===== src/sgd_pkg.sv =====
// Purpose: Shared constants for the stepper gauge serial slave
// Assumes: 25 MHz core clock; internal oscillator emulated at 1 MHz
// Notes:   Register reset values are plain zeros
package sgd_pkg;
  // Word layout
  localparam int WORD_W  = 16;              // Serial word length
  localparam int ADDR_HI = 15;              // Address field top bit
  localparam int ADDR_LO = 13;              // Address field bottom bit
  localparam int DATA_W  = 13;              // Data field width
  localparam int CNT_W   = 4;               // Bit counter, mod 16
  localparam int NUM_REG = 6;               // Writable registers

  // Register addresses
  localparam logic [2:0] ADDR_PWR_EN_CAL = 3'h0; // power_enable_calib
  localparam logic [2:0] ADDR_MAX_VEL    = 3'h1; // max_velocity
  localparam logic [2:0] ADDR_GAUGE0_POS = 3'h2; // gauge0_position
  localparam logic [2:0] ADDR_GAUGE1_POS = 3'h3; // gauge1_position
  localparam logic [2:0] ADDR_RTZ        = 3'h4; // return_to_zero
  localparam logic [2:0] ADDR_RTZ_CONF   = 3'h5; // return_to_zero_confirm
  localparam logic [2:0] ADDR_UNUSED     = 3'h6; // Not used
  localparam logic [2:0] ADDR_TEST_RSVD  = 3'h7; // test_reserved

  // Reset value of every register
  localparam logic [12:0] REG_RST = 13'h0000;

  // Timing
  localparam int CORE_PERIOD_NS = 40;       // 25 MHz core clock
  localparam int OSC_PERIOD_NS  = 1000;     // Internal oscillator period
  localparam int OSC_DIV        = OSC_PERIOD_NS / CORE_PERIOD_NS;

  // Buffering
  localparam int FIFO_DEPTH = 4;            // Committed words in flight
endpackage


===== src/sgd_sync.sv =====
// Purpose: Two-flop synchroniser for pin inputs
// Assumes: Inputs are asynchronous levels
// Notes:   First stage feeds only the second stage
`timescale 1ns/1ns
module sgd_sync #(
  parameter int W = 1
) (
  input  wire logic         core_clk_in,
  input  wire logic         srst_in,
  input  wire logic [W-1:0] async_in,
  input  wire logic [W-1:0] rst_val_in,
  output logic      [W-1:0] sync_out
);
  logic [W-1:0] meta_r;   // First stage, metastable
  logic [W-1:0] sync_r;   // Second stage, safe to use

  // Two stages; reset loads idle levels synchronously
  always_ff @(posedge core_clk_in) begin
    if (srst_in) begin
      meta_r <= rst_val_in;
      sync_r <= rst_val_in;
    end else begin
      meta_r <= async_in;
      sync_r <= meta_r;
    end
  end

  assign sync_out = sync_r;
endmodule // sgd_sync


===== src/sgd_fifo.sv =====
// Purpose: Small FIFO with valid/ready on both sides
// Assumes: Single clock
// Notes:   Depth must be a power of two
`timescale 1ns/1ns
module sgd_fifo #(
  parameter int W     = 16,
  parameter int DEPTH = 4
) (
  input  wire logic         core_clk_in,
  input  wire logic         srst_in,
  input  wire logic         in_valid_in,
  output logic              in_ready_out,
  input  wire logic [W-1:0] in_data_in,
  output logic              out_valid_out,
  input  wire logic         out_ready_in,
  output logic      [W-1:0] out_data_out
);
  localparam int AW = $clog2(DEPTH);

  // Refuse depths the pointer wrap cannot serve
  if (DEPTH < 2 || (1 << AW) != DEPTH) begin : g_chk
    $error("sgd_fifo depth must be a power of two");
  end

  logic [W-1:0] mem_r [DEPTH];     // Storage
  logic [AW-1:0] wr_ptr_r, wr_ptr_nxt;
  logic [AW-1:0] rd_ptr_r, rd_ptr_nxt;
  logic [AW:0]   cnt_r, cnt_nxt;   // Occupancy, one extra bit
  logic          push, pop;

  assign in_ready_out  = (cnt_r != (AW+1)'(DEPTH)); // Honest full
  assign out_valid_out = (cnt_r != '0);             // Honest empty
  assign out_data_out  = mem_r[rd_ptr_r];
  assign push = in_valid_in & in_ready_out;
  assign pop  = out_valid_out & out_ready_in;

  // Pointer and count next values
  always_comb begin
    wr_ptr_nxt = push ? wr_ptr_r + 1'b1 : wr_ptr_r;
    rd_ptr_nxt = pop ? rd_ptr_r + 1'b1 : rd_ptr_r;
    cnt_nxt    = cnt_r;
    if (push && !pop) begin
      cnt_nxt = cnt_r + 1'b1;
    end else if (pop && !push) begin
      cnt_nxt = cnt_r - 1'b1;
    end
  end

  // Register pointers and store
  always_ff @(posedge core_clk_in) begin
    if (srst_in) begin
      wr_ptr_r <= '0;
      rd_ptr_r <= '0;
      cnt_r    <= '0;
    end else begin
      wr_ptr_r <= wr_ptr_nxt;
      rd_ptr_r <= rd_ptr_nxt;
      cnt_r    <= cnt_nxt;
    end
    if (push) begin
      mem_r[wr_ptr_r] <= in_data_in;
    end
  end
endmodule // sgd_fifo


===== src/sgd_spi_slave.sv =====
// Purpose: Serial slave front end of a dual stepper gauge driver
// Assumes: Serial clock, select and input arrive from pins, asynchronous
// Notes:   Words commit at the oscillator tick rate, through a FIFO
//
// How it works
// RQ1 - Words are 16 bits, MSB first both ways
// RQ2 - Drive serial out only while select low
// RQ3 - Ignore clock and input while select high
// RQ4 - Select rising commits received word to register
// RQ5 - Master keeps clock low around select edges
// RQ6 - Sample input on falling clock, select low
// RQ7 - Output changes only on rising clock edges
// RQ8 - Partial-word frames are discarded whole
// RQ9 - Master raises select between words
// RQ10 - First rising edge loads status word
// RQ11 - Later bits echo received bits in order
// RQ12 - Bits 15 to 13 pick the register
// RQ13 - Codes 0-5 map registers; 6,7 ignored
// RQ14 - Master clocks only under select, 16 per word
// RQ15 - Master holds select high for commit time
// RQ16 - Synchronised select edge commits exactly once
`timescale 1ns/1ns
module sgd_spi_slave #(
  parameter int OSC_DIV    = sgd_pkg::OSC_DIV,
  parameter int FIFO_DEPTH = sgd_pkg::FIFO_DEPTH
) (
  input  wire logic                        core_clk_in,
  input  wire logic                        srst_in,
  input  wire logic                        sel_n_in,        // Chip select pin
  input  wire logic                        sclk_in,         // Serial clock pin
  input  wire logic                        sdi_in,          // Serial data in pin
  input  wire logic [sgd_pkg::WORD_W-1:0]  status_in,       // Status word
  output logic                             sdo_out,         // Serial data out
  output logic                             sdo_oe_out,      // Output enable
  output logic                             busy_out,        // Commit path full
  output logic [sgd_pkg::NUM_REG-1:0]      wr_stb_out,      // Register written
  output logic [sgd_pkg::DATA_W-1:0]       power_enable_calib_out,
  output logic [sgd_pkg::DATA_W-1:0]       max_velocity_out,
  output logic [sgd_pkg::DATA_W-1:0]       gauge0_position_out,
  output logic [sgd_pkg::DATA_W-1:0]       gauge1_position_out,
  output logic [sgd_pkg::DATA_W-1:0]       return_to_zero_out,
  output logic [sgd_pkg::DATA_W-1:0]       return_to_zero_confirm_out
);
  localparam int WW = sgd_pkg::WORD_W;
  localparam int DW = sgd_pkg::DATA_W;
  localparam int NR = sgd_pkg::NUM_REG;
  localparam int DIV_W = (OSC_DIV > 1) ? $clog2(OSC_DIV) : 1;

  // Refuse a divider that cannot tick
  if (OSC_DIV < 1) begin : g_chk
    $error("sgd_spi_slave OSC_DIV must be at least 1");
  end

  // ---------------- Pin synchronisers ----------------
  logic [2:0] pins_s;                 // {sel_n, sclk, sdi} synchronised
  logic       sel_n_s, sclk_s, sdi_s;

  sgd_sync #(.W(3)) u_sync (
    .core_clk_in (core_clk_in),
    .srst_in     (srst_in),
    .async_in    ({sel_n_in, sclk_in, sdi_in}),
    .rst_val_in  (3'h4),
    .sync_out    (pins_s)
  );
  assign sel_n_s = pins_s[2];
  assign sclk_s  = pins_s[1];
  assign sdi_s   = pins_s[0];

  // ---------------- Edge detection ----------------
  logic sel_n_d_r, sel_n_d_nxt;       // Previous select level
  logic sclk_d_r, sclk_d_nxt;         // Previous clock level
  logic sclk_rise, sclk_fall, sel_rise;
  logic active;                       // Select low: frame open

  // Edges read only the second sync stage and its copy
  always_comb begin
    sel_n_d_nxt = sel_n_s;
    sclk_d_nxt  = sclk_s;
  end

  always_ff @(posedge core_clk_in) begin
    if (srst_in) begin
      sel_n_d_r <= 1'b1;
      sclk_d_r  <= 1'b0;
    end else begin
      sel_n_d_r <= sel_n_d_nxt;
      sclk_d_r  <= sclk_d_nxt;
    end
  end

  assign active    = !sel_n_s;
  assign sclk_rise = active & sclk_s & !sclk_d_r;    // RQ3
  assign sclk_fall = active & !sclk_s & sclk_d_r;    // RQ3
  assign sel_rise  = sel_n_s & !sel_n_d_r;           // RQ16

  // ---------------- Shift engine ----------------
  logic [WW-1:0]              rx_r, rx_nxt;        // Input shift register
  logic [WW-1:0]              tx_r, tx_nxt;        // Output queue
  logic [sgd_pkg::CNT_W-1:0]  cnt_r, cnt_nxt;      // Bits mod 16
  logic                       got_word_r, got_word_nxt; // At least 16 bits
  logic                       first_r, first_nxt;  // Next rise is the first
  logic                       sdo_r, sdo_nxt;
  logic                       oe_r, oe_nxt;
  logic                       frame_ok;            // Whole words only

  assign frame_ok = got_word_r & (cnt_r == '0);    // RQ8

  // Next state of the shifters; rise then fall forms one bit
  always_comb begin
    rx_nxt       = rx_r;
    tx_nxt       = tx_r;
    cnt_nxt      = cnt_r;
    got_word_nxt = got_word_r;
    first_nxt    = first_r;
    sdo_nxt      = sdo_r;
    oe_nxt       = active;                        // RQ2
    if (!active) begin
      // Idle: rearm for the next frame, shifters hold
      first_nxt = 1'b1;                            // RQ3
    end else if (sclk_rise) begin
      if (first_r) begin
        // Status goes out first, MSB leading
        sdo_nxt   = status_in[WW-1];               // RQ10
        tx_nxt    = {status_in[WW-2:0], 1'b0};     // RQ10
        first_nxt = 1'b0;
      end else begin
        // Queue head: status tail, then received bits in order
        sdo_nxt = tx_r[WW-1];                      // RQ7
        tx_nxt  = {tx_r[WW-2:0], 1'b0};            // RQ11
      end
    end else if (sclk_fall) begin
      rx_nxt    = {rx_r[WW-2:0], sdi_s};           // RQ6
      tx_nxt[0] = sdi_s;                           // RQ11
      cnt_nxt   = cnt_r + 1'b1;                    // RQ1
      if (cnt_r == '1) begin
        got_word_nxt = 1'b1;                       // RQ1
      end
    end
    if (sel_rise) begin
      // Frame ended: clear counting for the next one
      cnt_nxt      = '0;
      got_word_nxt = 1'b0;
    end
  end

  always_ff @(posedge core_clk_in) begin
    if (srst_in) begin
      rx_r       <= '0;
      tx_r       <= '0;
      cnt_r      <= '0;
      got_word_r <= 1'b0;
      first_r    <= 1'b1;
      sdo_r      <= 1'b0;
      oe_r       <= 1'b0;
    end else begin
      rx_r       <= rx_nxt;
      tx_r       <= tx_nxt;
      cnt_r      <= cnt_nxt;
      got_word_r <= got_word_nxt;
      first_r    <= first_nxt;
      sdo_r      <= sdo_nxt;
      oe_r       <= oe_nxt;
    end
  end

  assign sdo_out    = sdo_r;
  assign sdo_oe_out = oe_r;

  // ---------------- Commit holding stage ----------------
  // Holds one word if the FIFO is full, so a burst is not lost
  logic [WW-1:0] pend_r, pend_nxt;
  logic          pend_vld_r, pend_vld_nxt;
  logic          fifo_in_ready;
  logic          busy_r, busy_nxt;

  always_comb begin
    pend_r_hold: begin
      pend_nxt     = pend_r;
      pend_vld_nxt = pend_vld_r;
    end
    if (pend_vld_r && fifo_in_ready) begin
      pend_vld_nxt = 1'b0;
    end
    if (sel_rise && frame_ok) begin
      // Last full word is ours; earlier ones pass downstream
      pend_nxt     = rx_r;                         // RQ4
      pend_vld_nxt = 1'b1;                         // RQ4
    end
    busy_nxt = pend_vld_nxt | !fifo_in_ready;
  end

  always_ff @(posedge core_clk_in) begin
    if (srst_in) begin
      pend_r     <= '0;
      pend_vld_r <= 1'b0;
      busy_r     <= 1'b0;
    end else begin
      pend_r     <= pend_nxt;
      pend_vld_r <= pend_vld_nxt;
      busy_r     <= busy_nxt;
    end
  end

  assign busy_out = busy_r;

  // ---------------- Oscillator tick ----------------
  logic [DIV_W-1:0] div_r, div_nxt;
  logic             tick;                        // One cycle per oscillator period

  assign tick = (div_r == DIV_W'(OSC_DIV - 1));

  always_comb begin
    div_nxt = tick ? '0 : div_r + 1'b1;
  end

  always_ff @(posedge core_clk_in) begin
    if (srst_in) begin
      div_r <= '0;
    end else begin
      div_r <= div_nxt;
    end
  end

  // ---------------- Commit FIFO ----------------
  logic          fifo_out_valid;
  logic [WW-1:0] fifo_out_data;
  logic          drain;

  // Drains only on the slow tick, so it can genuinely fill
  sgd_fifo #(.W(WW), .DEPTH(FIFO_DEPTH)) u_fifo (
    .core_clk_in   (core_clk_in),
    .srst_in       (srst_in),
    .in_valid_in   (pend_vld_r),
    .in_ready_out  (fifo_in_ready),
    .in_data_in    (pend_r),
    .out_valid_out (fifo_out_valid),
    .out_ready_in  (tick),
    .out_data_out  (fifo_out_data)
  );
  assign drain = fifo_out_valid & tick;

  // ---------------- Register file ----------------
  logic [DW-1:0] reg_r [NR];
  logic [DW-1:0] reg_nxt [NR];
  logic [NR-1:0] stb_r, stb_nxt;
  logic [2:0]    waddr;

  assign waddr = fifo_out_data[sgd_pkg::ADDR_HI:sgd_pkg::ADDR_LO]; // RQ12

  // Decode address; unused and test codes change nothing
  always_comb begin
    for (int i = 0; i < NR; i++) begin
      reg_nxt[i] = reg_r[i];
    end
    stb_nxt = '0;
    if (drain) begin
      case (waddr)
        sgd_pkg::ADDR_PWR_EN_CAL,
        sgd_pkg::ADDR_MAX_VEL,
        sgd_pkg::ADDR_GAUGE0_POS,
        sgd_pkg::ADDR_GAUGE1_POS,
        sgd_pkg::ADDR_RTZ,
        sgd_pkg::ADDR_RTZ_CONF: begin
          reg_nxt[waddr] = fifo_out_data[DW-1:0];  // RQ13
          stb_nxt[waddr] = 1'b1;                   // RQ13
        end
        default: begin
          stb_nxt = '0;                            // RQ13
        end
      endcase
    end
  end

  always_ff @(posedge core_clk_in) begin
    if (srst_in) begin
      for (int i = 0; i < NR; i++) begin
        reg_r[i] <= sgd_pkg::REG_RST;
      end
      stb_r <= '0;
    end else begin
      for (int i = 0; i < NR; i++) begin
        reg_r[i] <= reg_nxt[i];
      end
      stb_r <= stb_nxt;
    end
  end

  assign wr_stb_out                 = stb_r;
  assign power_enable_calib_out     = reg_r[0];
  assign max_velocity_out           = reg_r[1];
  assign gauge0_position_out        = reg_r[2];
  assign gauge1_position_out        = reg_r[3];
  assign return_to_zero_out         = reg_r[4];
  assign return_to_zero_confirm_out = reg_r[5];

  // ---------------- Assertions ----------------
  a_out_hiz_idle: assert property (@(posedge core_clk_in) disable iff (srst_in) // RQ2
    sel_n_s |=> !sdo_oe_out) else $error("Serial out driven while deselected");

  a_ignore_idle: assert property (@(posedge core_clk_in) disable iff (srst_in) // RQ3
    (sel_n_s && !sel_rise) |=> ($stable(rx_r) && $stable(sdo_out))) else $error("Shift while deselected");

  a_sample_fall: assert property (@(posedge core_clk_in) disable iff (srst_in) // RQ6
    sclk_fall |=> (rx_r[0] == $past(sdi_s)) && (rx_r[WW-1:1] == $past(rx_r[WW-2:0])))
    else $error("Input not sampled on falling edge");

  a_out_on_rise: assert property (@(posedge core_clk_in) disable iff (srst_in) // RQ7
    $changed(sdo_out) |-> $past(sclk_rise)) else $error("Output changed off a rising edge");

  a_status_first: assert property (@(posedge core_clk_in) disable iff (srst_in) // RQ10
    (sclk_rise && first_r) |=> (sdo_out == $past(status_in[WW-1])) ##0 !first_r)
    else $error("Status MSB not presented first");

  a_drop_partial: assert property (@(posedge core_clk_in) disable iff (srst_in) // RQ8
    (sel_rise && !frame_ok && !pend_vld_r) |=> !pend_vld_r) else $error("Partial frame committed");

  a_commit_word: assert property (@(posedge core_clk_in) disable iff (srst_in) // RQ4
    (sel_rise && frame_ok) |=> pend_vld_r && (pend_r == $past(rx_r))) else $error("Word not captured");

  a_word_count: assert property (@(posedge core_clk_in) disable iff (srst_in) // RQ1
    (sclk_fall && cnt_r == 4'hf && !sel_rise) |=> (got_word_r && cnt_r == 4'h0))
    else $error("Word boundary not at 16 bits");

  a_addr_decode: assert property (@(posedge core_clk_in) disable iff (srst_in) // RQ12
    (drain && waddr == sgd_pkg::ADDR_MAX_VEL) |=>
      (wr_stb_out == 6'h02) && (max_velocity_out == $past(fifo_out_data[DW-1:0])))
    else $error("Address field misrouted");

  a_single_strobe: assert property (@(posedge core_clk_in) disable iff (srst_in) // RQ16
    (wr_stb_out != '0) |-> ($onehot(wr_stb_out) && $past(drain))) else $error("Multiple commits");

  a_test_ignored: assert property (@(posedge core_clk_in) disable iff (srst_in) // RQ13
    (drain && waddr[2:1] == 2'b11) |=> (wr_stb_out == '0)) else $error("Reserved code wrote a register");
endmodule // sgd_spi_slave


===== config.mk =====
export PLATFORM = sky130hd
export DESIGN_NAME = sgd_spi_slave
export DESIGN_NICKNAME = d
export VERILOG_FILES = /design/src/sgd_pkg.sv /design/src/sgd_sync.sv /design/src/sgd_fifo.sv /design/src/sgd_spi_slave.sv
export SDC_FILE = /design/constraint.sdc
export NUM_CORES = 1
export LEC_CHECK = 0
export ABC_AREA = 1
export BUFFER_PORTS_ARGS = -buffer_cell sky130_fd_sc_hd__buf_2
export CORE_ASPECT_RATIO = 1.2
export CORE_UTILIZATION = 52
export CTS_CLUSTER_SIZE = 16
export DETAILED_ROUTE_END_ITERATION = 10
export GPL_TIMING_DRIVEN = 1
export PLACE_DENSITY = 0.71
export SYNTH_ARGS = -nofsm -noshare
export SYNTH_HDL_FRONTEND = slang
export SYNTH_SLANG_ARGS = --single-unit
export TNS_END_PERCENT = 1

===== constraint.sdc =====
create_clock -name core_clk_in -period 2 [get_ports core_clk_in]
set_clock_uncertainty 0.2 [all_clocks]
set_input_delay 0.4 -clock core_clk_in [delete_from_list [all_inputs] [get_ports core_clk_in]]
set_output_delay 0.4 -clock core_clk_in [all_outputs]
set_load 0.01 [all_outputs]

==> out/results.ini <==
[place]
dp_hpwl_um = 12000
io_buffers = 107
routabilityCongestion = 0.760
dp_cells = 1373
dpl_worst_slack_ps = 18.6
placed_area_um2 = 9900

[grt]
grt_pass1_vias = 6233
track_usage_pct = 21.5
grt-ovfl-total = 0
grt_pass1_wl_um = 30700
grt_max_degree = 73
grt_antenna_before_repair = 0

[pwr]
swShare_pct = 19.8
pwr-share-comb_pct = 1.8
p_per_area_nw_per_um2 = 856
power.internal_uw = 7560
pwr-share-clk_pct = 47.8
ir_drop_v = 0.000702
p_leak_uw = 0.00518
switchingPower_uw = 1870
seq_power_share_pct = 50.4
power.total_uw = 9430

[drt]
dr.pass1.iters = 6
drc = 0
wl_per_cell_um = 13.1
vias = 6877
totalWireLength_um = 18900
ant_nets = 0
drt-initial-drc-count = 400
viasPerCell = 4.79

[sta]
hold_viol = 0
timing.hold.ws_ps = 112
min_period_ps = 1920
slew_viol_final = 0
slew_headroom_pct = 68.1
layout_setup_ws_ps = 80.2
min_period_over_period_pct = 96.0
setup_violations = 0
max_freq_mhz = 521
grt_setup_unrepaired = yes
worstMarginPinSlew_ps = 477

[synth]
synth.top_cells.by_count = nand2_1, nor2_1, dfxtp_1
synth_top_area_cell = dfxtp_1
ys_async_sr_fraction_pct = 0
ys.flop_type = dfxtp_1
synth-seq-cells = 228
syn_area_per_cell_um2 = 8.47
ys_top_cells_by_area = dfxtp_1, edfxtp_1, nand2_1
synth_edf_count = 64
synth_top_area_share_pct = 36.3
synthCells = 1069
ys_warn_count = 0
synth_nets = 1100
ys_types = 31
synth.most_common_cell = nand2_1
syn_area_um2 = 9050
seq_area_frac_synth_pct = 57.5

[min_path]
hold_path_depth = 4
hold_path_class = input port to register

[floorplanning]
core_area_um2 = 17000
start_util_pct = 53.3
die_h_um = 147
dieArea_um2 = 17900
io_pins = 108
rows = 52
die_x_um = 122

[critical_path]
worstPathMaxFanout = 3
ff2ff_path_depth = 10
cp.arrival_ps = 2110
required_ps = 2190
worstSetupEndpointType = register
critPathLaunchType = register
critPathKind = register to register

[clock_network]
cts_root_buffer = clkbuf_16
cts_tree = done
max-clock-path-buffers = 3
cts_buffers = 23
htreeDepth = 1
clock_sinks = 228
path_clk_slew_ps = 60
clkLatencyLatePin_ps = 500

[layout]
final_cells = 1437
num_antenna_cells = 0
drive_above_1_share_pct = 19.5
fin_area_um2 = 11000
syn_to_final_growth_pct = 21.5
finish.net_count = 1236

[job]
maxCapViolCount = 0

[status]
outcome = complete, no violations

critical path: stages (launching register included):
cell and delay, ps:
dfxtp_2 320, inv_1 50, ha_2 160, nand2_2 50, nor2_2 110, nand2_2 90
ha_4 160, inv_2 60, fa_2 430, o21ai_2 120, a21oi_1 50
area by class of cell:
cell class / instances / area (µm²)
tap: 216 / 270
clock buffer: 31 / 668
sequential: 228 / 5210
fill: 1396 / 5980
multi-input combinational: 678 / 3210
timing repair buffer: 159 / 1070
inverter: 115 / 434
clock inverter: 10 / 141
timing repair:
item | 4_1_cts | 5_1_grt
setup endpoints to repair | 1 | 77
hold endpoints to repair | 19 | 0
resized for setup | 1 | 17
buffers inserted | 0 | 4
pin swaps | 0 | 9
hold buffers | 19 | 0
through the flow:
stage               util, %  TNS [ps]
global placement       58.3         0
floorplan                 -         0
detailed placement     58.3         0
global route           64.8     -25.1
CTS                    64.2         0
finish                 64.8         0
layer usage:
metal / GRT usage (%) / vias to the layer above / wire, µm
met2: 37.0 / 150 / 9390
met3: 3.01 / 26 / 871
li1: - / 3612 / -
met1: 27.7 / 3089 / 8300
met4: 6.22 / 0 / 318
met5: 0 / - / 0
cells in the final DEF, fill, tap and decap left out, types with 7 or more instances in the layout:
cell type / Yosys / routed
a21oi_1: 55 / 55
buf_12: 0 / 7
buf_2: 18 / 107
buf_4: 1 / 24
clkbuf_16: 0 / 25
dfxtp_1: 164 / 160
dlygate4sd3_1: 0 / 19
edfxtp_1: 64 / 64
ha_1: 9 / 7
inv_1: 110 / 107
inv_2: 5 / 7
mux2i_1: 16 / 16
nand2_1: 239 / 237
nand2_2: 20 / 22
nand3_1: 44 / 44
nor2_1: 210 / 209
o21ai_0: 50 / 48
kinds of logic (layout without fill, tap and decap cells):
kind of cell | after synthesis | count (layout) | share of synthesized area [%]
AND/OR/NAND/NOR | 539 | 539 | 25.1
flip-flops | 228 | 228 | 57.5
buffers and inverters | 163 | 315 | 7.79
AO/OA/AOI/OAI | 111 | 111 | 6.23
multiplexers | 16 | 16 | 1.77
adder cells (fa/ha/maj) | 10 | 10 | 1.46
XOR/XNOR | 2 | 2 | 0.193
registers in the layout, indices dropped and copies added (netlist names), 4 cells and up, named ones only:
| name | count |
|---|---|
| reg_r | 78 |
| cnt_r | 4 |
| rx_r | 16 |
| pend_r | 16 |
| tx_r | 16 |
| wr_stb_out | 6 |
| u_fifo.mem_r | 64 |
| div_r | 5 |
path summary, 6_finish.rpt:
kind	startpoint	endpoint	slack [ps]
max	div_r[1]$_SDFF_PP0_	u_fifo.cnt_r[1]$_SDFFE_PP0P_	80
min	srst_in	cnt_r[3]$_SDFFE_PP0P_	110
max reg2reg	div_r[1]$_SDFF_PP0_	u_fifo.cnt_r[1]$_SDFFE_PP0P_	80
min reg2reg	u_sync.meta_r[0]$_SDFF_PP0_	u_sync.sync_out[0]$_SDFF_PP0_	200
power by group through the flow:
stage	Clock (µW)	Sequential, µW	Combinational (µW)
after floorplan	0	4850	88.7
after global placement	0	4850	136
after detailed placement	0	4850	139
after CTS	4590	4750	167
after global routing	4800	4750	191
final	4510	4750	169
Note: power is estimated with default switching activity, not from simulation.
